## config.mk

```make
export PLATFORM = sky130hd
export DESIGN_NAME = ncd_host
export DESIGN_NICKNAME = d
export VERILOG_FILES = /design/src/logic/ncd_pkg.sv /design/src/logic/ncd_bus_writer.sv /design/src/logic/ncd_host.sv
export VERILOG_INCLUDE_DIRS = /design/src /design/src/logic
export SDC_FILE = /design/constraint.sdc
export NUM_CORES = 1
export LEC_CHECK = 0
export ABC_AREA = 1
export ABC_CLOCK_PERIOD_IN_PS = 1800
export BUFFER_PORTS_ARGS = -buffer_cell sky130_fd_sc_hd__buf_4
export CORE_ASPECT_RATIO = 0.8
export CORE_MARGIN = 5
export CORE_UTILIZATION = 45
export CTS_CLUSTER_DIAMETER = 50
export DETAILED_ROUTE_END_ITERATION = 8
export PLACE_DENSITY = 0.69
export SLEW_MARGIN = 10
export SYNTH_ARGS = -nofsm -noshare
export SYNTH_HDL_FRONTEND = slang
export SYNTH_HIERARCHICAL = 1
export SYNTH_SLANG_ARGS = --single-unit
export TNS_END_PERCENT = 30
```

## constraint.sdc

```tcl
create_clock -name clk -period 1.8 [get_ports clk]
set_input_delay 0.36 -clock clk [delete_from_list [all_inputs] [get_ports clk]]
set_output_delay 0.36 -clock clk [all_outputs]
set_load 0.005 [all_outputs]
```

## src/logic/ncd_cfg.svh

```systemverilog
// constants for the flash command sequencer: unlock addresses, command codes, lock layout
`ifndef NCD_CFG_SVH
`define NCD_CFG_SVH
`define NCD_UNLOCK1_X8    12'hAAA
`define NCD_UNLOCK2_X8    12'h555
`define NCD_UNLOCK1_X16   12'h555
`define NCD_UNLOCK2_X16   12'h2AA
`define NCD_CFI_ADDR_X8   12'h0AA
`define NCD_CFI_ADDR_X16  12'h055
`define NCD_KEY1          8'hAA
`define NCD_KEY2          8'h55
`define NCD_CMD_RESET     8'hF0
`define NCD_CMD_CFI       8'h98
`define NCD_CMD_AUTOSEL   8'h90
`define NCD_CMD_BYPASS    8'h20
`define NCD_CMD_BYP_EXIT2 8'h00
`define NCD_CMD_PROGRAM   8'hA0
`define NCD_CMD_DOUBLE    8'h50
`define NCD_CMD_QUAD      8'h56
`define NCD_CMD_OCTUPLE   8'h8B
`define NCD_CMD_BUFFER    8'h25
`define NCD_CMD_ENH_BUF   8'h33
`define NCD_CMD_CONFIRM   8'h29
`define NCD_LOCK_RSVD     16'hFFF8
`define NCD_LOCK_PWD_BIT  2
`define NCD_LOCK_NVM_BIT  1
`define NCD_LOCK_EXT_BIT  0
`define NCD_LOCK_DEFAULT  16'hFFFF
`define NCD_MAX_LOC_X8    9'h100
`define NCD_MAX_LOC_X16   9'h100
`define NCD_WE_CYCLES     2
`endif

```

## src/logic/ncd_pkg.sv

```systemverilog
// types for the flash command sequencer
package ncd_pkg;
  typedef enum logic [3:0] {
    NCD_RESET      = 4'h0,
    NCD_CFI        = 4'h1,
    NCD_AUTOSEL    = 4'h2,
    NCD_BYP_ENTER  = 4'h3,
    NCD_BYP_EXIT   = 4'h4,
    NCD_PROGRAM    = 4'h5,
    NCD_MULTI      = 4'h6,
    NCD_BUFFER     = 4'h7,
    NCD_ENH_BUFFER = 4'h8,
    NCD_LOCK_WRITE = 4'h9
  } ncd_op_type;
  // one bus write cycle to the device
  typedef struct packed {
    logic [23:0] addr;
    logic [15:0] data;
  } ncd_cycle_type;
  // one user order
  typedef struct packed {
    ncd_op_type  op;
    logic        bypass;
    logic [23:0] addr;
    logic [15:0] data;
    logic [8:0]  count;
    logic [7:0]  multi_code;
  } ncd_req_type;
endpackage

```

## src/logic/ncd_bus_writer.sv

```systemverilog
// one asynchronous write cycle on the flash pins
`timescale 1ns/1ps
`default_nettype none
`include "ncd_cfg.svh"
module ncd_bus_writer (
  // clock and reset
  input  wire logic                   clk,
  input  wire logic                   rst_n,
  // cycle request
  input  wire logic                   start,
  input  wire ncd_pkg::ncd_cycle_type cyc,
  output logic                        done,
  // flash pins
  output logic                        we_n,
  output logic [23:0]                 addr,
  output logic [15:0]                 dq_o,
  output logic                        dq_oe
);
  logic [1:0]  cnt_q, cnt_d;
  logic        busy_q, busy_d, done_d, we_n_d, oe_d;
  logic [23:0] addr_d;
  logic [15:0] dq_d;
  // address and data held for the whole low phase of we_n plus one cycle
  always_comb begin
    cnt_d  = cnt_q;
    busy_d = busy_q;
    done_d = 1'b0;
    we_n_d = we_n;
    oe_d   = dq_oe;
    addr_d = addr;
    dq_d   = dq_o;
    // no new cycle while done shows, or a start left over from the finishing state repeats that cycle
    if (!busy_q && !done && start) begin
      busy_d = 1'b1;
      cnt_d  = 2'(`NCD_WE_CYCLES);
      addr_d = cyc.addr;
      dq_d   = cyc.data;
      oe_d   = 1'b1;
      we_n_d = 1'b0;
    end else if (busy_q) begin
      if (cnt_q != 2'h0) begin
        cnt_d = cnt_q - 2'h1;
        if (cnt_q == 2'h1) we_n_d = 1'b1;
      end else begin
        busy_d = 1'b0;
        done_d = 1'b1;
        oe_d   = 1'b0;
      end
    end
  end
  always_ff @(posedge clk) begin
    if (!rst_n) begin
      cnt_q <= 2'h0;
      busy_q <= 1'b0;
      done <= 1'b0;
      we_n <= 1'b1;
      dq_oe <= 1'b0;
      addr <= 24'h000000;
      dq_o <= 16'h0000;
    end else begin
      cnt_q <= cnt_d;
      busy_q <= busy_d;
      done <= done_d;
      we_n <= we_n_d;
      dq_oe <= oe_d;
      addr <= addr_d;
      dq_o <= dq_d;
    end
  end
endmodule
`default_nettype wire

```

## src/logic/ncd_host.sv

```systemverilog
// host-side command sequencer that drives flash write cycles
`timescale 1ns/1ps
`default_nettype none
`include "ncd_cfg.svh"
// Behaviour
// - reset is a single F0 write, never after unlocks
// - unlock pair addresses depend on bus width
// - CFI entry is single 98 write
// - identifier mode: unlocks then 90
// - program: unlocks, A0, then data
// - buffer: unlocks, 25, count, data writes
// - enhanced buffer word-only, no count cycle
// - buffer committed by 29 at block address
// - bypass accepts commands without unlocks
module ncd_host (
  // clock and reset
  input  wire logic                 clk,
  input  wire logic                 rst_n,
  // user order port
  input  wire logic                 req_valid,
  input  wire ncd_pkg::ncd_req_type req,
  input  wire logic                 word_mode,
  output logic                      req_ready,
  output logic                      req_error,
  // data stream for multi-location programs
  input  wire logic                 wdata_valid,
  input  wire ncd_pkg::ncd_cycle_type wdata,
  output logic                      wdata_ready,
  // lock register shadow, as last known by the host
  output logic [15:0]               lock_shadow,
  // flash pins
  output logic                      flash_we_n,
  output logic [23:0]               flash_addr,
  output logic [15:0]               flash_dq_o,
  output logic                      flash_dq_oe
);
  typedef enum logic [2:0] {
    NCD_S_IDLE   = 3'b000,
    NCD_S_UNLK1  = 3'b001,
    NCD_S_UNLK2  = 3'b011,
    NCD_S_CMD    = 3'b010,
    NCD_S_COUNT  = 3'b110,
    NCD_S_DATA   = 3'b111,
    NCD_S_TAIL   = 3'b101
  } ncd_state_type;

  ncd_state_type         st_q, st_d;
  ncd_pkg::ncd_req_type  r_q, r_d;
  logic [8:0]            left_q, left_d;
  logic                  rdy_q, rdy_d, err_q, err_d, wrdy_q, wrdy_d;
  logic                  fly_q, fly_d;
  logic [15:0]           lock_q, lock_d;
  logic                  start;
  ncd_pkg::ncd_cycle_type cyc;
  logic                  done;
  logic [11:0]           u1, u2;
  logic                  need_unlock;
  logic [7:0]            cmd;
  logic [8:0]            max_loc;

  // unlock addresses follow the bus width
  assign u1 = r_q.op == ncd_pkg::NCD_CFI ? (word_mode ? `NCD_CFI_ADDR_X16 : `NCD_CFI_ADDR_X8) :
              (word_mode ? `NCD_UNLOCK1_X16 : `NCD_UNLOCK1_X8);
  assign u2 = word_mode ? `NCD_UNLOCK2_X16 : `NCD_UNLOCK2_X8;
  assign max_loc = word_mode ? `NCD_MAX_LOC_X16 : `NCD_MAX_LOC_X8;
  // cfi, multi, exit and plain reset go straight to the command cycle
  assign need_unlock = !r_q.bypass && (r_q.op != ncd_pkg::NCD_CFI) && (r_q.op != ncd_pkg::NCD_MULTI) &&
                       (r_q.op != ncd_pkg::NCD_BYP_EXIT) && (r_q.op != ncd_pkg::NCD_RESET);

  // command code per order
  always_comb begin
    unique case (r_q.op)
      ncd_pkg::NCD_RESET:      cmd = `NCD_CMD_RESET;
      ncd_pkg::NCD_CFI:        cmd = `NCD_CMD_CFI;
      ncd_pkg::NCD_AUTOSEL:    cmd = `NCD_CMD_AUTOSEL;
      ncd_pkg::NCD_BYP_ENTER:  cmd = `NCD_CMD_BYPASS;
      ncd_pkg::NCD_BYP_EXIT:   cmd = `NCD_CMD_AUTOSEL;
      ncd_pkg::NCD_PROGRAM:    cmd = `NCD_CMD_PROGRAM;
      ncd_pkg::NCD_MULTI:      cmd = r_q.multi_code;
      ncd_pkg::NCD_BUFFER:     cmd = `NCD_CMD_BUFFER;
      ncd_pkg::NCD_ENH_BUFFER: cmd = `NCD_CMD_ENH_BUF;
      default:                 cmd = `NCD_CMD_PROGRAM;   // lock write uses the program cycle
    endcase
  end

  // sequencer next state
  always_comb begin
    st_d   = st_q;
    r_d    = r_q;
    left_d = left_q;
    rdy_d  = rdy_q;
    err_d  = 1'b0;
    wrdy_d = 1'b0;
    fly_d  = fly_q;
    lock_d = lock_q;
    start  = 1'b0;
    cyc    = '0;
    unique case (st_q)
      NCD_S_IDLE: begin
        if (req_valid && rdy_q) begin
          r_d   = req;
          rdy_d = 1'b0;
          st_d  = NCD_S_UNLK1;
          // enhanced buffer is word-only; plain buffer count bounded by buffer size; lock rules
          if ((req.op == ncd_pkg::NCD_ENH_BUFFER && !word_mode) ||
              (req.op == ncd_pkg::NCD_BUFFER && req.count >= max_loc) ||
              (req.op == ncd_pkg::NCD_LOCK_WRITE &&
               !(req.data[`NCD_LOCK_PWD_BIT] && lock_q[`NCD_LOCK_PWD_BIT]) &&
               !(req.data[`NCD_LOCK_NVM_BIT] && lock_q[`NCD_LOCK_NVM_BIT]))) begin
            err_d = 1'b1;
            rdy_d = 1'b1;
            st_d  = NCD_S_IDLE;
          end
        end
      end
      NCD_S_UNLK1: begin
        if (!need_unlock) st_d = NCD_S_CMD;
        else begin
          start = 1'b1;
          cyc   = '{addr: {12'h000, u1}, data: {8'h00, `NCD_KEY1}};
          if (done) st_d = NCD_S_UNLK2;
        end
      end
      NCD_S_UNLK2: begin
        start = 1'b1;
        cyc   = '{addr: {12'h000, u2}, data: {8'h00, `NCD_KEY2}};
        if (done) st_d = NCD_S_CMD;
      end
      NCD_S_CMD: begin
        start = 1'b1;
        // buffer codes go to the block address, cfi to the CFI address, the rest to the first unlock address
        if (r_q.op == ncd_pkg::NCD_BUFFER || r_q.op == ncd_pkg::NCD_ENH_BUFFER)
          cyc = '{addr: r_q.addr, data: {8'h00, cmd}};
        else
          cyc = '{addr: {12'h000, u1}, data: {8'h00, cmd}};
        if (done) begin
          left_d = r_q.count;
          unique case (r_q.op)
            ncd_pkg::NCD_BUFFER:     st_d = NCD_S_COUNT;
            ncd_pkg::NCD_ENH_BUFFER: st_d = NCD_S_DATA;
            ncd_pkg::NCD_PROGRAM, ncd_pkg::NCD_LOCK_WRITE: begin
              left_d = 9'h000;
              st_d   = NCD_S_DATA;
            end
            ncd_pkg::NCD_MULTI:      st_d = NCD_S_DATA;
            ncd_pkg::NCD_BYP_EXIT:   st_d = NCD_S_TAIL;
            default: begin
              rdy_d = 1'b1;
              st_d  = NCD_S_IDLE;
            end
          endcase
        end
      end
      NCD_S_COUNT: begin
        start = 1'b1;
        cyc   = '{addr: r_q.addr, data: {7'h00, r_q.count}};
        if (done) st_d = NCD_S_DATA;
      end
      NCD_S_DATA: begin
        // program data comes from the stream, except single writes from the order itself;
        // one stream unit in flight at a time, since the writer cannot queue a second one
        if (r_q.op == ncd_pkg::NCD_PROGRAM || r_q.op == ncd_pkg::NCD_LOCK_WRITE) begin
          start = 1'b1;
          cyc   = '{addr: r_q.addr, data: r_q.data};
        end else if (wdata_valid && wrdy_q) begin
          start = 1'b1;
          cyc   = wdata;
          fly_d = 1'b1;
        end
        if (done) begin
          fly_d = 1'b0;
          if (r_q.op == ncd_pkg::NCD_LOCK_WRITE)
            lock_d = lock_q & (r_q.data | `NCD_LOCK_RSVD);
          if (left_q == 9'h000) begin
            if (r_q.op == ncd_pkg::NCD_BUFFER || r_q.op == ncd_pkg::NCD_ENH_BUFFER)
              st_d = NCD_S_TAIL;
            else begin
              rdy_d = 1'b1;
              st_d  = NCD_S_IDLE;
            end
          end else left_d = left_q - 9'h001;
        end
        wrdy_d = (r_q.op != ncd_pkg::NCD_PROGRAM) && (r_q.op != ncd_pkg::NCD_LOCK_WRITE) && !fly_d &&
                 !(done && left_q == 9'h000);
      end
      NCD_S_TAIL: begin
        start = 1'b1;
        // confirm at the same block address, or second bypass exit cycle
        if (r_q.op == ncd_pkg::NCD_BYP_EXIT)
          cyc = '{addr: r_q.addr, data: {8'h00, `NCD_CMD_BYP_EXIT2}};
        else
          cyc = '{addr: r_q.addr, data: {8'h00, `NCD_CMD_CONFIRM}};
        if (done) begin
          rdy_d = 1'b1;
          st_d  = NCD_S_IDLE;
        end
      end
      default: st_d = NCD_S_IDLE;
    endcase
  end

  // state registers; lock shadow starts at factory value (nonvolatile, all unprotected)
  always_ff @(posedge clk) begin
    if (!rst_n) begin
      st_q   <= NCD_S_IDLE;
      r_q    <= '0;
      left_q <= 9'h000;
      rdy_q  <= 1'b1;
      err_q  <= 1'b0;
      wrdy_q <= 1'b0;
      fly_q  <= 1'b0;
      lock_q <= `NCD_LOCK_DEFAULT;
    end else begin
      st_q   <= st_d;
      r_q    <= r_d;
      left_q <= left_d;
      rdy_q  <= rdy_d;
      err_q  <= err_d;
      wrdy_q <= wrdy_d;
      fly_q  <= fly_d;
      lock_q <= lock_d;
    end
  end

  assign req_ready   = rdy_q;
  assign req_error   = err_q;
  assign wdata_ready = wrdy_q;
  assign lock_shadow = lock_q;

  // pin cycle timing lives in the writer; the writer ignores start while busy or showing done
  ncd_bus_writer u_writer (
    .clk   (clk),
    .rst_n (rst_n),
    .start (start),
    .cyc   (cyc),
    .done  (done),
    .we_n  (flash_we_n),
    .addr  (flash_addr),
    .dq_o  (flash_dq_o),
    .dq_oe (flash_dq_oe)
  );
endmodule
`default_nettype wire

```

* Yosys cells after proc, flatten, opt, wreduce, memory -nomap -nowiden
Cells that the tools add are included.
** Storage, ports and cells
- Register bits after elaboration :: 140
- Bits in latches :: 0
- RAM bits :: 0
- ROM bits :: 0
- Input port bits :: 107
- Output and inout port bits :: 61
- Word-level logic and storage cells :: 181
- Memories kept :: 0
** Cells by class
- Add/subtract/negate cells :: 2
- $mul :: 0
- Divide/modulo/power cells :: 0
- Magnitude comparators :: 1
- Equal/unequal tests :: 36
- Shifts and indexed selects :: 0
- Mux-type cells :: 60
- Bitwise logic cells :: 3
- Reduce and logical (&&, ||, !) cells :: 58
** Operators by type and width (count)
- 40-bit one-hot mux with 6 select lines :: 1
- 40-bit 2-to-1 mux :: 3
- 8-bit one-hot mux with 7 select lines :: 1
- 9-bit 2-to-1 mux :: 4
- 3-bit 2-to-1 mux :: 10
- 28-bit 2-to-1 mux :: 1
- 1-bit 2-to-1 mux :: 27
- 12-bit 2-to-1 mux :: 2
- 3-bit one-hot mux with 7 select lines :: 1
- 4-bit by 3-bit equality test with 1-bit output, second input constant :: 5
- 1-bit logical AND :: 18
- 9-bit one-hot mux with 2 select lines :: 1
- 16-bit AND :: 1
- 4-bit equality test, second input constant :: 4
- 8-bit AND reduction :: 2
- 2-bit by 1-bit inequality test with 1-bit output, second input constant :: 6
- 4-bit by 3-bit inequality test with 1-bit output, second input constant :: 3
- 11-bit 2-to-1 mux :: 1
- 2-bit inequality test, second input constant :: 5
- 2-bit AND reduction :: 5
- 2-bit nonzero test :: 5
- 3-bit equality test, second input constant :: 3
- 9-bit >= comparator, second input constant :: 1
- 9-bit logical NOT :: 1
- 28 further kinds :: 49

* Logic depth before layout (Yosys ltp)
Gate-level depths: netlist (run 1).
- Word-level depth :: 10
- Mapped depth :: 16
- Depth with buffers taken out :: 16

* Cells and area by module
The synthesis (run 1) kept the hierarchy.
** By module, submodules not included
- ncd_host :: times used 1, cells an instance 768, area an instance 4919.7 µm², sequential area each 1621.6 µm²
- ncd_bus_writer :: times used 1, cells an instance 293, area an instance 2039.5 µm², sequential area each 920.9 µm²

* Worst setup path after synthesis (run 1)
Ideal clock, no wire load.
- Kind :: reg-to-reg
- From :: reg st_q[0]
- To :: reg u_writer.addr[0]
- Library setup time :: 0.115 ns
- Arrival time :: 1.730 ns
- Required time :: 1.685 ns
- Path slack :: -0.045 ns
- Stages on the path, launching flop included :: 11
- Path buffers :: 3
- Period minus slack after synthesis :: 1.845 ns
- Path through :: dfxtp_1 > nand2_4 > nor2_8 > buf_2 > a21oi_1 > nand4_1 > buf_2 > clkbuf_1 > nand3_1 > nand2_1 > nor2_1
** Between the ends
- Cells in the longest elaborated chain, start to end :: 4
- Elaborated cells on any way between the ends :: 10
- Classes of those cells :: eq/ne: 6; mux: 2; reduce/logical: 2
** Ends and longest elaborated chain
- from (decl) :: RTL line ncd_host.sv:47 : ncd_state_type st_q, st_d;
- from (signal assigned) :: RTL line ncd_host.sv:214 : st_q <= st_d;
- 3-bit equality test or 3-bit by 2-bit equality test with 1-bit output (tied branches) :: RTL line ncd_host.sv:98 : unique case (st_q)
- 4-bit OR reduction (no source line)
- 1-bit one-hot mux with 3 select lines * :: RTL line ncd_host.sv:98
- named net start :: RTL line ncd_host.sv:53 : logic start;
- 1-bit logical AND * :: RTL line ncd_bus_writer.sv:33 : if (!busy_q && !done && start) begin
- to (signal assigned) :: RTL line ncd_bus_writer.sv:66 : addr <= addr_d;
- to (decl) :: RTL line ncd_bus_writer.sv:15 : output logic [23:0] addr,
Mark *: on every way through the listed nets, which the timed path passes. The rest lies on a longest branch.
A chain may end at the register's enable or synchronous reset.

==> metrics.md, run 1 <==
| Metric | Value |
|---|---|
| Number of vias per cell | approximately 5.3 |
| Classification of the worst setup path | register to register |
| Status | finished, violations left |
| Vias | 7945 |
| Number of CTS-inserted buffers | 17 |
| Worst Path Arrival | 2160 ps |
| Synthesis-stage register bit count | 127 |
| Count of final setup violators | 4 |
| Total of warnings raised by yosys | 6 |
| Sequential-to-total area share from yosys stat | 0.365 |
| Initial DRT Pass Iterations | 5 |
| # placed instances | 1435 |
| Hold crit path type | input pin to register |
| Transition time at the pin with the least slew margin | 530 ps |
| Clock root buffer | clkbuf_16 |
| Fill cell total of the finished layout | 1345 |
| Initial Util | 0.460 |
| Number of design-rule violations left by the first detailed-router iteration | 662 |
| Total Negative Setup Slacks | -76.6 ps |
| IO Port Bufs | about 150 |
| Synth Area in XOR/XNOR | 0 |
| Max_cap viols | 0 |
| Share of cells above drive strength 1 | 0.304 |
| Pin count of the biggest net entering global routing | 44 |
| Dominant combinational cell family by area after synthesis | simple AND/OR/NAND/NOR gates |
| Drt wl/cell | about 17 um |
| Final period util | 1.02 |
| Final setup skew | 8.58 ps |
| HPWL after detailed placement | 17000 um |
| Filler-free cell count of the finished design | 1498 |
| Total routed wirelength | 25100 um |
| Ys flop type | dfxtp_1 |
| Dpl ws | -394 ps |
| Post-synth EDFFs | 0 |
| Net count reported at finish | 1385 |
| Category of the worst setup path capture point | register |
| Arithmetic-cell share of the synthesized area counting full adders, half adders and majority gates | 0.00539 |
| Number of buffers inserted for hold repair after clock tree synthesis | 0 |
| Most utilized layer in the global route result | met2 |
| Hold Fails Final Rpt | 0 |
| Die height | about 120 um |
| Mux cell area share after synthesis | 0 |
| Number of global-route vias before repair | 7112 |
| Number of antenna repair diodes | 0 |
| TritonCTS clock tree | done |
| Total count of max-transition violations in the final report | 0 |
| Mean area per synthesized cell | 6.56 um2 |
| Syn Inst Count | 1061 |
| Required arrival time at the worst endpoint | 2110 ps |
| Ratio of total power to cell area | 1640 nW/um2 |
| Max-slew headroom at the worst pin | 0.647 |
| Post-synthesis simple-gate area fraction | 0.279 |
| Async set or reset register ratio after synthesis | 0 |
| Global-route wire length before repair | 37300 um |
| Horizontal die dimension | ~150 um |
| Cell area after synthesis | between 6000 and 7000 um2 |
| Worst setup margin | -44.4 ps |
| Clock period minus final worst setup slack | 1840 ps |
| Distinct cells, synth | 36 |
| Maximum buffer depth of the clock tree | 2 |
| Initial antenna violation count | 0 |
| Highest-count cells in the layout ignoring fill and taps | 227 x buf_4, 187 x nand2_1, 128 x nor2_1, 121 x inv_1, 121 x dfxtp_1 |
| Peak Freq | approximately 540 MHz |
| Routability congestion estimate from global placement | roughly 0.95 |
| Commonest non-fill, non-tap cell in the layout | buf_4 |
| DR DRC count | 0 |
| Clock input transition at the sequential cells of the worst setup and hold paths | 60 ps |
| Total leakage power | 0.00465 uW |
| Total number of H-tree levels | 4 |
| Setup repair after global routing missed its margin | yes |
| Number of top-level design ports | 168 |
| Worst hold slack | 153 ps |
| CP Launch Type | register |
| Remaining antenna violation count after routing | 0 |
| Aggregate global routing overflow | 0 |
| Row cnt | 40 |
| CP Max Fanout | 4 |
| Die footprint | between 15000 and 20000 um2 |
| VDD IR max | 1.05 mV |
| Total clock sinks | 127 |
| Total track usage | 0.259 |
| Core Box Area | between 15000 and 20000 um2 |
| Violations in the final reports | setup timing |
| Compound-cell area share of the yosys netlist | 0.210 |
| Global-route track usage on met1 | 0.377 |
| Area grow syn2layout | 43.9% |
| GRT met3 Usage | 0.0482 |
| GR Util met2 | 0.391 |
| Clock network latency to the later pin of the worst-skew pair | 430 ps |
==> path summary, 6_finish.rpt <==
path	end	cells after the start	startpoint	slack (ps)
worst max register to register	u_writer/dq_o[1]	15	r_q[60]	-40
worst min-delay path	r_q[17]	3	req[17]	150
worst max-delay path	u_writer/dq_o[1]	15	r_q[60]	-40
worst min register to register	r_q[2]	2	r_q[2]	460
==> stage by stage <==
step           cell area, um2  power, uW  utilization
2_1_floorplan            7010       8790            -
3_3_place_gp             8630      11200        0.571
3_5_place_dp             8630      11200        0.571
4_1_cts                  9470      15000        0.626
5_1_grt                 10000      17400        0.662
6_report                10000      16400        0.662
==> power breakdown <==
| part | switching, uW | total [uW] | leakage [uW] | internal, uW |
|---|---|---|---|---|
| clock network | 1370 | 3200 | 0.000259 | 1830 |
| registers | 657 | 4420 | 0.00105 | 3760 |
| logic | 4890 | 8780 | 0.00335 | 3880 |
| total | 6920 | 16400 | 0.00465 | 9480 |
==> critical path: stages (launching register included) <==
cell      delay, ps
dfxtp_2         360
inv_2            60
buf_6           120
nor2_4          170
nand2_4          90
nand3_4         100
buf_6           120
o21ai_2          50
nor2_1          120
o211ai_1        130
nand2_1          90
inv_1            40
inv_1            50
nand3_1          70
nand2_1         100
nor2_1           50
==> area by class of cell <==
| cell class | instances | area (um2) | share of cell area |
|---|---|---|---|
| Inverter | 133 | 517 | 0.0516 |
| Clock buffer | 20 | 457 | 0.0456 |
| Clock inverter | 12 | 85.1 | 0.00850 |
| Multi-Input combinational cell | 738 | 3860 | 0.386 |
| Timing Repair Buffer | 258 | 2270 | 0.227 |
| Sequential cell | 127 | 2560 | 0.256 |
| Tap cell | 210 | 263 | 0.0262 |
==> synthesized netlist by cell type (2+ instances only) <==
library cell  number  area [um2]
clkbuf_2           2        10.0
a32o_1             7        70.1
o21ai_1            4        20.0
clkbuf_1          24        90.1
buf_4             18         135
a31oi_1            8        50.1
nand3_1           82         410
buf_1              6        22.5
o21ai_0          105         526
nand3_2            2        20.0
nor2_8             2        40.0
nor3_1             7        35.0
nor3_2             2        20.0
nand2_1          203         762
inv_2              5        18.8
nand2_2            6        37.5
nor2_1           137         514
o22ai_1            3        18.8
buf_2             13        65.1
inv_1            128         480
buf_6             13         146
o211ai_1          13        97.6
ha_1               3        37.5
nand4_1            9        56.3
a21oi_1          112         561
a32oi_1           10        87.6
nor2_2             2        12.5
dfxtp_1          127        2540
==> state kept, by name, indices dropped and copies added (netlist names), 2 cells and up <==
register and flops:
left_q 9, u_writer/cnt_q 2, u_writer/dq_o 16, u_writer/addr 24, r_q 62, st_q 3
lock_shadow 3
==> routing by layer <==
layer,routed length [um],vias up
li1,-,3885
met1,11400,3667
met2,11100,367
met3,2380,26
met4,263,0
met5,0,-
==> logic make-up (layout without fill, tap and decap cells) <==
group | Yosys count | count (layout)
compound gates | 265 | 265
fa+ha+maj | 3 | 3
buf+inv | 209 | 423
flops | 127 | 127
other cells | 1 | 13
simple gates | 456 | 457
==> repair_timing <==
action / in CTS / in global routing
resized for setup: 31 / 100
pin swaps: 2 / 42
setup endpoints to repair: 49 / 74
setup buffers: 6 / 15
cloned: 4 / 7
Power figures use the tool's default switching activity.
==> run 2, diff against run 1 <==
==> constraint.sdc (replaced) <==
create_clock -name clk -period 1.8 [get_ports clk]
set_input_delay 0.09 -clock clk [delete_from_list [all_inputs] [get_ports clk]]
set_output_delay 0.09 -clock clk [all_outputs]
set_load 0.005 [all_outputs]
==> run 2 against run 1 <==
- the run still ends with setup timing left
- utilization rose by 4.5 points
- wire length rose by 4.7%
- cell area rose by 6.8%
- non-clock buffer count rose by 52
- sequential share of layout area fell by 1.7 points
- clock skew rose by 0.59 ps
- sequential cell count did not move
- critical endpoint unchanged
- register-to-register slack barely moved
- hold slack got worse by 78 ps
- largest cell class unchanged
- global-route usage rose by 1.1 points
- total power rose by 6.1%
- combinational power rose by 9.3%
- largest power group unchanged
==> metrics.md, run 2 (synthesis results as in run 1) <==
| Metric | Value |
|---|---|
| Clock input transition at the sequential cells of the worst setup and hold paths | 60 ps (about the same) |
| Multi-input gate area | 3990 um2 (was 3860 um2) |
| Transition time at the pin with the least slew margin | 596 ps (was 530 ps) |
| Register area | 2550 um2 (was 2560 um2) |
| Largest registers | r_q x62, u_writer/addr x24, u_writer/dq_o x16 (unchanged) |
| Vias | 8270 (was 7945) |
| Violations in the final reports | setup timing (unchanged) |
| Filler-free cell count of the finished design | 1549 (was 1498) |
| Required arrival time at the worst endpoint | 2130 ps (was 2110 ps) |
| Biggest register | r_q (unchanged) |
| Maximum single-stage delay on the critical path | 380 ps (was 360 ps) |
| # placed instances | 1430 (was 1435) |
| Highest-count cells in the layout ignoring fill and taps | 218 x buf_4, 185 x nand2_1, 126 x nor2_1, 121 x inv_1, 121 x dfxtp_1 (was 227 x buf_4, 187 x nand2_1, 128 x nor2_1, 121 x inv_1, 121 x dfxtp_1) |
| HPWL after detailed placement | 16700 um (was 17000 um) |
| Net count reported at finish | 1438 (was 1385) |
| Clock network latency to the later pin of the worst-skew pair | 430 ps (about the same) |
| IO Port Bufs | 154 (unchanged) |
| Drt wl/cell | 17.0 um (was 16.8 um) |
| Total clock sinks | 127 (unchanged) |
| Fill cell total of the finished layout | 1238 (was 1345) |
| Core Box Area | 15100 um2 (unchanged) |
| Total leakage power | 0.00492 uW (was 0.00465 uW) |
| Max_cap viols | 0 (unchanged) |
| Number of design-rule violations left by the first detailed-router iteration | 822 (was 662) |
| Worst Path Arrival | 2180 ps (was 2160 ps) |
| Area grow syn2layout | 53.7% (was 43.9%) |
| Hold Fails Final Rpt | 0 (unchanged) |
| Number of vias per cell | 5.34 (was 5.30) |
| Total routed wirelength | 26300 um (was 25100 um) |
| CP Max Fanout | 6 (was 4) |
| Remaining antenna violation count after routing | 0 (unchanged) |
| Total number of H-tree levels | 4 (unchanged) |
| Final period util | 1.03 (was 1.02) |
| Die height | 121 um (unchanged) |
| Maximum buffer depth of the clock tree | 2 (unchanged) |
| Initial DRT Pass Iterations | 5 (unchanged) |
| Initial Util | 0.460 (unchanged) |
| Critical Path, Cell by Cell | buf_4 -> ha_2 -> nor3_4 -> buf_6 -> clkinvlp_4 -> nand2_1 -> inv_1 -> inv_1 -> nand3_1 -> nand2_1 -> nor2_1 (was inv_2 -> buf_6 -> nor2_4 -> nand2_4 -> nand3_4 -> buf_6 -> o21ai_2 -> nor2_1 -> o211ai_1 -> nand2_1 -> inv_1 -> inv_1 -> nand3_1 -> nand2_1 -> nor2_1) |
| Horizontal die dimension | 149 um (unchanged) |
| Peak Freq | 539 MHz (was 542 MHz) |
| Number of global-route vias before repair | 7638 (was 7112) |
| Status | finished, violations left (unchanged) |
| Classification of the worst setup path | register to register (unchanged) |
| Setup repair after global routing missed its margin | yes (unchanged) |
| Number of antenna repair diodes | 0 (unchanged) |
| Clock root buffer | clkbuf_16 (unchanged) |
| Worst hold slack | 75.5 ps (was 153 ps) |
| Worst setup margin | -55.2 ps (was -44.4 ps) |
| CP Launch Type | register (unchanged) |
| VDD IR max | 0.834 mV (was 1.05 mV) |
| Clock period minus final worst setup slack | 1860 ps (was 1840 ps) |
| Pin count of the biggest net entering global routing | 42 (was 44) |
| Number of flip-flops under the largest register name | 62 (unchanged) |
| Ratio of total power to cell area | 1630 nW/um2 (was 1640 nW/um2) |
| Final setup skew | 9.16 ps (was 8.58 ps) |
| Row cnt | 40 (unchanged) |
| Number of top-level design ports | 168 (unchanged) |
| Cell with the largest stage delay on the worst path | dfxtp_4 (was dfxtp_2) |
| Initial antenna violation count | 0 (unchanged) |
| Crit path max-delay family | simple AND/OR/NAND/NOR gates (unchanged) |
| Hold crit path type | input pin to register (unchanged) |
| Category of the worst setup path capture point | register (unchanged) |
| Share of cells above drive strength 1 | 0.304 (about the same) |
| Die footprint | 18100 um2 (unchanged) |
| Total count of max-transition violations in the final report | 0 (unchanged) |
| Worst path bufs/invs | 5 (unchanged) |
| TritonCTS clock tree | done (unchanged) |
| DR DRC count | 0 (unchanged) |
| Global-route wire length before repair | 38900 um (was 37300 um) |
| Aggregate global routing overflow | 0 (unchanged) |
| Total track usage | 0.270 (was 0.259) |
| Commonest non-fill, non-tap cell in the layout | buf_4 (unchanged) |
| Routability congestion estimate from global placement | 0.983 (was 0.953) |
| Max-slew headroom at the worst pin | 0.602 (was 0.647) |
| Number of CTS-inserted buffers | 17 (unchanged) |
| Count of final setup violators | 19 (was 4) |
[run 2: final cells by class]
type	instances	share of cell area
Clock buffer	18	0.0401
Clock inverter	12	0.0113
Inverter	133	0.0484
Multi-Input combinational cell	738	0.373
Sequential cell	127	0.239
Tap cell	210	0.0246
Timing Repair Buffer	310	0.263
Timing Repair inverter	1	0.000702
[run 2: what timing repair did]
action | CTS | global route
hold buffers | 61 | 0
setup endpoints to repair | 45 | 55
buffers inserted | 8 | 10
pin swaps | 5 | 50
resized for setup | 34 | 127
hold endpoints to repair | 61 | 0
cloned | 3 | 9
[run 2: stage by stage]
| step | utilization | area, um2 | total power [uW] | setup WS [ps] | TNS [ps] |
|---|---|---|---|---|---|
| final | 0.708 | 10700 | 17400 | -55.2 | -354 |
| after global routing | 0.708 | 10700 | 18400 | -165 | -3540 |
| after CTS | 0.663 | 10000 | 15200 | -19.4 | -28.9 |
| after detailed placement | 0.568 | 8580 | 11200 | -351 | -6550 |
| after global placement | 0.568 | 8580 | 11100 | -327 | -7070 |
| after floorplan | - | 7010 | 8790 | 50.4 | 0 |
[run 2: metal layers]
metal / track usage / vias up / part of all wire
met5: 0 / - / 0
met4: 0.0926 / 0 / 0.027
met3: 0.0709 / 54 / 0.095
met2: 0.413 / 434 / 0.44
met1: 0.367 / 3790 / 0.44
li1: - / 3992 / -
[run 2: where the power goes]
part,leakage (uW),switching (uW),total (uW),internal (uW)
logic,0.00361,5290,9600,4300
registers,0.00105,736,4500,3760
clock network,0.000267,1310,3310,2000
total,0.00492,7330,17400,10100
[run 2: path summary, 6_finish.rpt]
path | cells after the start | end | from | slack, ps
setup / recovery | 11 | u_writer/dq_o[1] | st_q[0] | -60
hold / removal | 2 | req_ready | rst_n | 80
hold reg to reg | 2 | r_q[2] | r_q[2] | 450
setup reg to reg | 11 | u_writer/dq_o[1] | st_q[0] | -60
==> run 3, diff against run 2 <==
--- a/config.mk
+++ b/config.mk
@@ -14,6 +14,7 @@
 export CORE_UTILIZATION = 45
 export CTS_CLUSTER_DIAMETER = 50
 export DETAILED_ROUTE_END_ITERATION = 8
+export GPL_TIMING_DRIVEN = 0
 export PLACE_DENSITY = 0.69
 export SLEW_MARGIN = 10
 export SYNTH_ARGS = -nofsm -noshare
==> run 3 against run 2 <==
- the flow finishes with violations (hold timing, setup timing)
- first-iteration DRC count decreased by 11%
- cell area shrank 3.3%
- via count shrank 0.62%
- hold slack got worse by 82 ps
- global-route usage is 1.6 points higher
- clock-buffer cell count increased by 5
- wire length rose by 1.3%
- total power fell by 9.4%
- worst setup slack gained 34 ps
- critical path type unchanged
- critical endpoint is now u_writer/dq_o[7]
- largest cell class unchanged
- largest power group unchanged
- highest routed layer unchanged
==> metrics.md, run 3 (synthesis results as in run 1) <==
| Metric | Value |
|---|---|
| Hold Fails Final Rpt | 1 (was 0) |
| Number of design-rule violations left by the first detailed-router iteration | 732 (was 822) |
| Required arrival time at the worst endpoint | 2120 ps (was 2130 ps) |
| Worst Path Arrival | 2140 ps (was 2180 ps) |
| VDD IR max | 0.929 mV (was 0.834 mV) |
| CP Max Fanout | 10 (was 6) |
| Count of final setup violators | 1 (was 19) |
| DR DRC count | 0 (unchanged) |
| Classification of the worst setup path | register to register (unchanged) |
| Die footprint | 18100 um2 (unchanged) |
| Crit path max-delay family | simple AND/OR/NAND/NOR gates (unchanged) |
| Clock period minus final worst setup slack | 1820 ps (was 1860 ps) |
| Ratio of total power to cell area | 1520 nW/um2 (was 1630 nW/um2) |
| Worst setup margin | -21.1 ps (was -55.2 ps) |
| Number of vias per cell | 5.29 (was 5.34) |
| Total routed wirelength | 26700 um (was 26300 um) |
| Clock input transition at the sequential cells of the worst setup and hold paths | 60 ps (about the same) |
| Clock root buffer | clkbuf_16 (unchanged) |
| Multi-input gate area | 3770 um2 (was 3990 um2) |
| Row cnt | 40 (unchanged) |
| Maximum single-stage delay on the critical path | 420 ps (was 380 ps) |
| Peak Freq | 549 MHz (was 539 MHz) |
| Biggest register | r_q (unchanged) |
| Worst path bufs/invs | 3 (was 5) |
| Final setup skew | 7.16 ps (was 9.16 ps) |
| Number of top-level design ports | 168 (unchanged) |
| Finished Core Util | 0.684 (was 0.708) |
| Cell with the largest stage delay on the worst path | dfxtp_4 (unchanged) |
| IO Port Bufs | 153 (was 154) |
| Global-route wire length before repair | 40000 um (was 38900 um) |
| Initial DRT Pass Iterations | 6 (was 5) |
| Total clock sinks | 127 (unchanged) |
| Total Negative Setup Slacks | -21.1 ps (was -354 ps) |
| Area grow syn2layout | 48.6% (was 53.7%) |
| Hold crit path type | input pin to register (unchanged) |
| TritonCTS clock tree | done (unchanged) |
| Total number of H-tree levels | 4 (unchanged) |
| Clock network latency to the later pin of the worst-skew pair | 430 ps (about the same) |
| Setup repair after global routing missed its margin | yes (unchanged) |
| Cell repeated most along the worst path | nand2_4 |
| Register area | 2570 um2 (was 2550 um2) |
| Transition time at the pin with the least slew margin | 614 ps (was 596 ps) |
| Maximum buffer depth of the clock tree | 2 (unchanged) |
| Number of CTS-inserted buffers | 17 (unchanged) |
| Worst hold slack | -6.75 ps (was 75.5 ps) |
| Total track usage | 0.286 (was 0.270) |
| Remaining antenna violation count after routing | 0 (unchanged) |
| HPWL after detailed placement | 19100 um (was 16700 um) |
| Die height | 121 um (unchanged) |
| Horizontal die dimension | 149 um (unchanged) |
| Drt wl/cell | 17.2 um (was 17.0 um) |
| Commonest non-fill, non-tap cell in the layout | buf_4 (unchanged) |
| Total leakage power | 0.00477 uW (was 0.00492 uW) |
| CP Launch Type | register (unchanged) |
| Share of cells above drive strength 1 | 0.262 (was 0.304) |
| Vias | 8219 (was 8270) |
| Initial Util | 0.460 (unchanged) |
| Aggregate global routing overflow | 0 (unchanged) |
| Number of flip-flops under the largest register name | 62 (unchanged) |
| Pin count of the biggest net entering global routing | 17 (was 42) |
| Max_cap viols | 0 (unchanged) |
| Max-slew headroom at the worst pin | 0.591 (was 0.602) |
| Category of the worst setup path capture point | register (unchanged) |
| Fill cell total of the finished layout | 1337 (was 1238) |
| Final period util | 1.01 (was 1.03) |
| Net count reported at finish | 1441 (was 1438) |
| Total count of max-transition violations in the final report | 0 (unchanged) |
| Largest registers | r_q x62, u_writer/addr x24, u_writer/dq_o x16 (unchanged) |
| Routability congestion estimate from global placement | 0.975 (was 0.983) |
| Violations in the final reports | hold timing, setup timing (was setup timing) |
| Initial antenna violation count | 0 (unchanged) |
| Critical Path, Cell by Cell | inv_4 -> nand2_4 -> nand2_4 -> nand2_8 -> buf_4 -> nor3_1 -> nor3_2 -> a21oi_1 -> inv_1 -> nand3_1 -> nand2_1 -> nor2_1 (was buf_4 -> ha_2 -> nor3_4 -> buf_6 -> clkinvlp_4 -> nand2_1 -> inv_1 -> inv_1 -> nand3_1 -> nand2_1 -> nor2_1) |
| Number of global-route vias before repair | 7743 (was 7638) |
| Status | finished, violations left (unchanged) |
| Core Box Area | 15100 um2 (unchanged) |
| Highest-count cells in the layout ignoring fill and taps | 195 x buf_4, 182 x nand2_1, 131 x nor2_1, 120 x dfxtp_1, 119 x inv_1 (was 218 x buf_4, 185 x nand2_1, 126 x nor2_1, 121 x inv_1, 121 x dfxtp_1) |
| Number of antenna repair diodes | 0 (unchanged) |
==> run 3: metal layers <==
layer,global-route usage,vias up,wire length [um]
met2,0.435,396,11600
li1,-,4002,-
met4,0.107,0,629
met3,0.0541,45,2640
met5,0,-,0
met1,0.401,3776,11800
==> run 3: worst min-delay path, cell delays in order <==
cell and delay [ps]:
buf_4 100, o21ai_2 80, a21oi_1 110
==> run 3: final cells by class <==
cell class	instances	area share
clock inverter	9	0.0128
sequential	127	0.248
buffer	76	0.0570
inverter	133	0.0524
multi-input combinational	738	0.365
clock buffer	23	0.0453
tap	210	0.0254
timing repair buffer	238	0.194
==> run 3: path summary, 6_finish.rpt <==
path,start,endpoint,slack (ps),depth (start not counted)
worst max-delay path,r_q[61],u_writer/dq_o[7],-20,12
worst min-delay path,req[16],r_q[16],-7,3
worst max register to register,r_q[61],u_writer/dq_o[7],-20,12
worst min register to register,r_q[24],r_q[24],470,2
==> run 3: through the flow <==
step	worst slack, ps	cells	instance area [um2]	power, uW	hold slack, ps
after floorplan	50.4	1073	7010	8790	225
after global placement	-468	1436	8420	11000	311
after detailed placement	-479	1436	8420	11000	318
after CTS	-60.6	1536	9850	15100	27.2
after global routing	-86.1	1554	10300	16800	18.0
final	-21.1	1554	10300	15800	-6.75
==> run 3: where the power goes <==
group / switching, uW / leakage, uW / internal (uW)
registers: 670 / 0.00105 / 3770
logic: 4510 / 0.00344 / 3260
clock network: 1300 / 0.000288 / 2250
==> run 3: repair_timing <==
action                                 CTS  global route
pin swaps                                4            28
cloned                                   0             4
setup buffers                            7            14
setup endpoints to repair               47            76
hold buffers                            61             0
gates resized for setup                 61           113
endpoints found under the hold margin   61             0
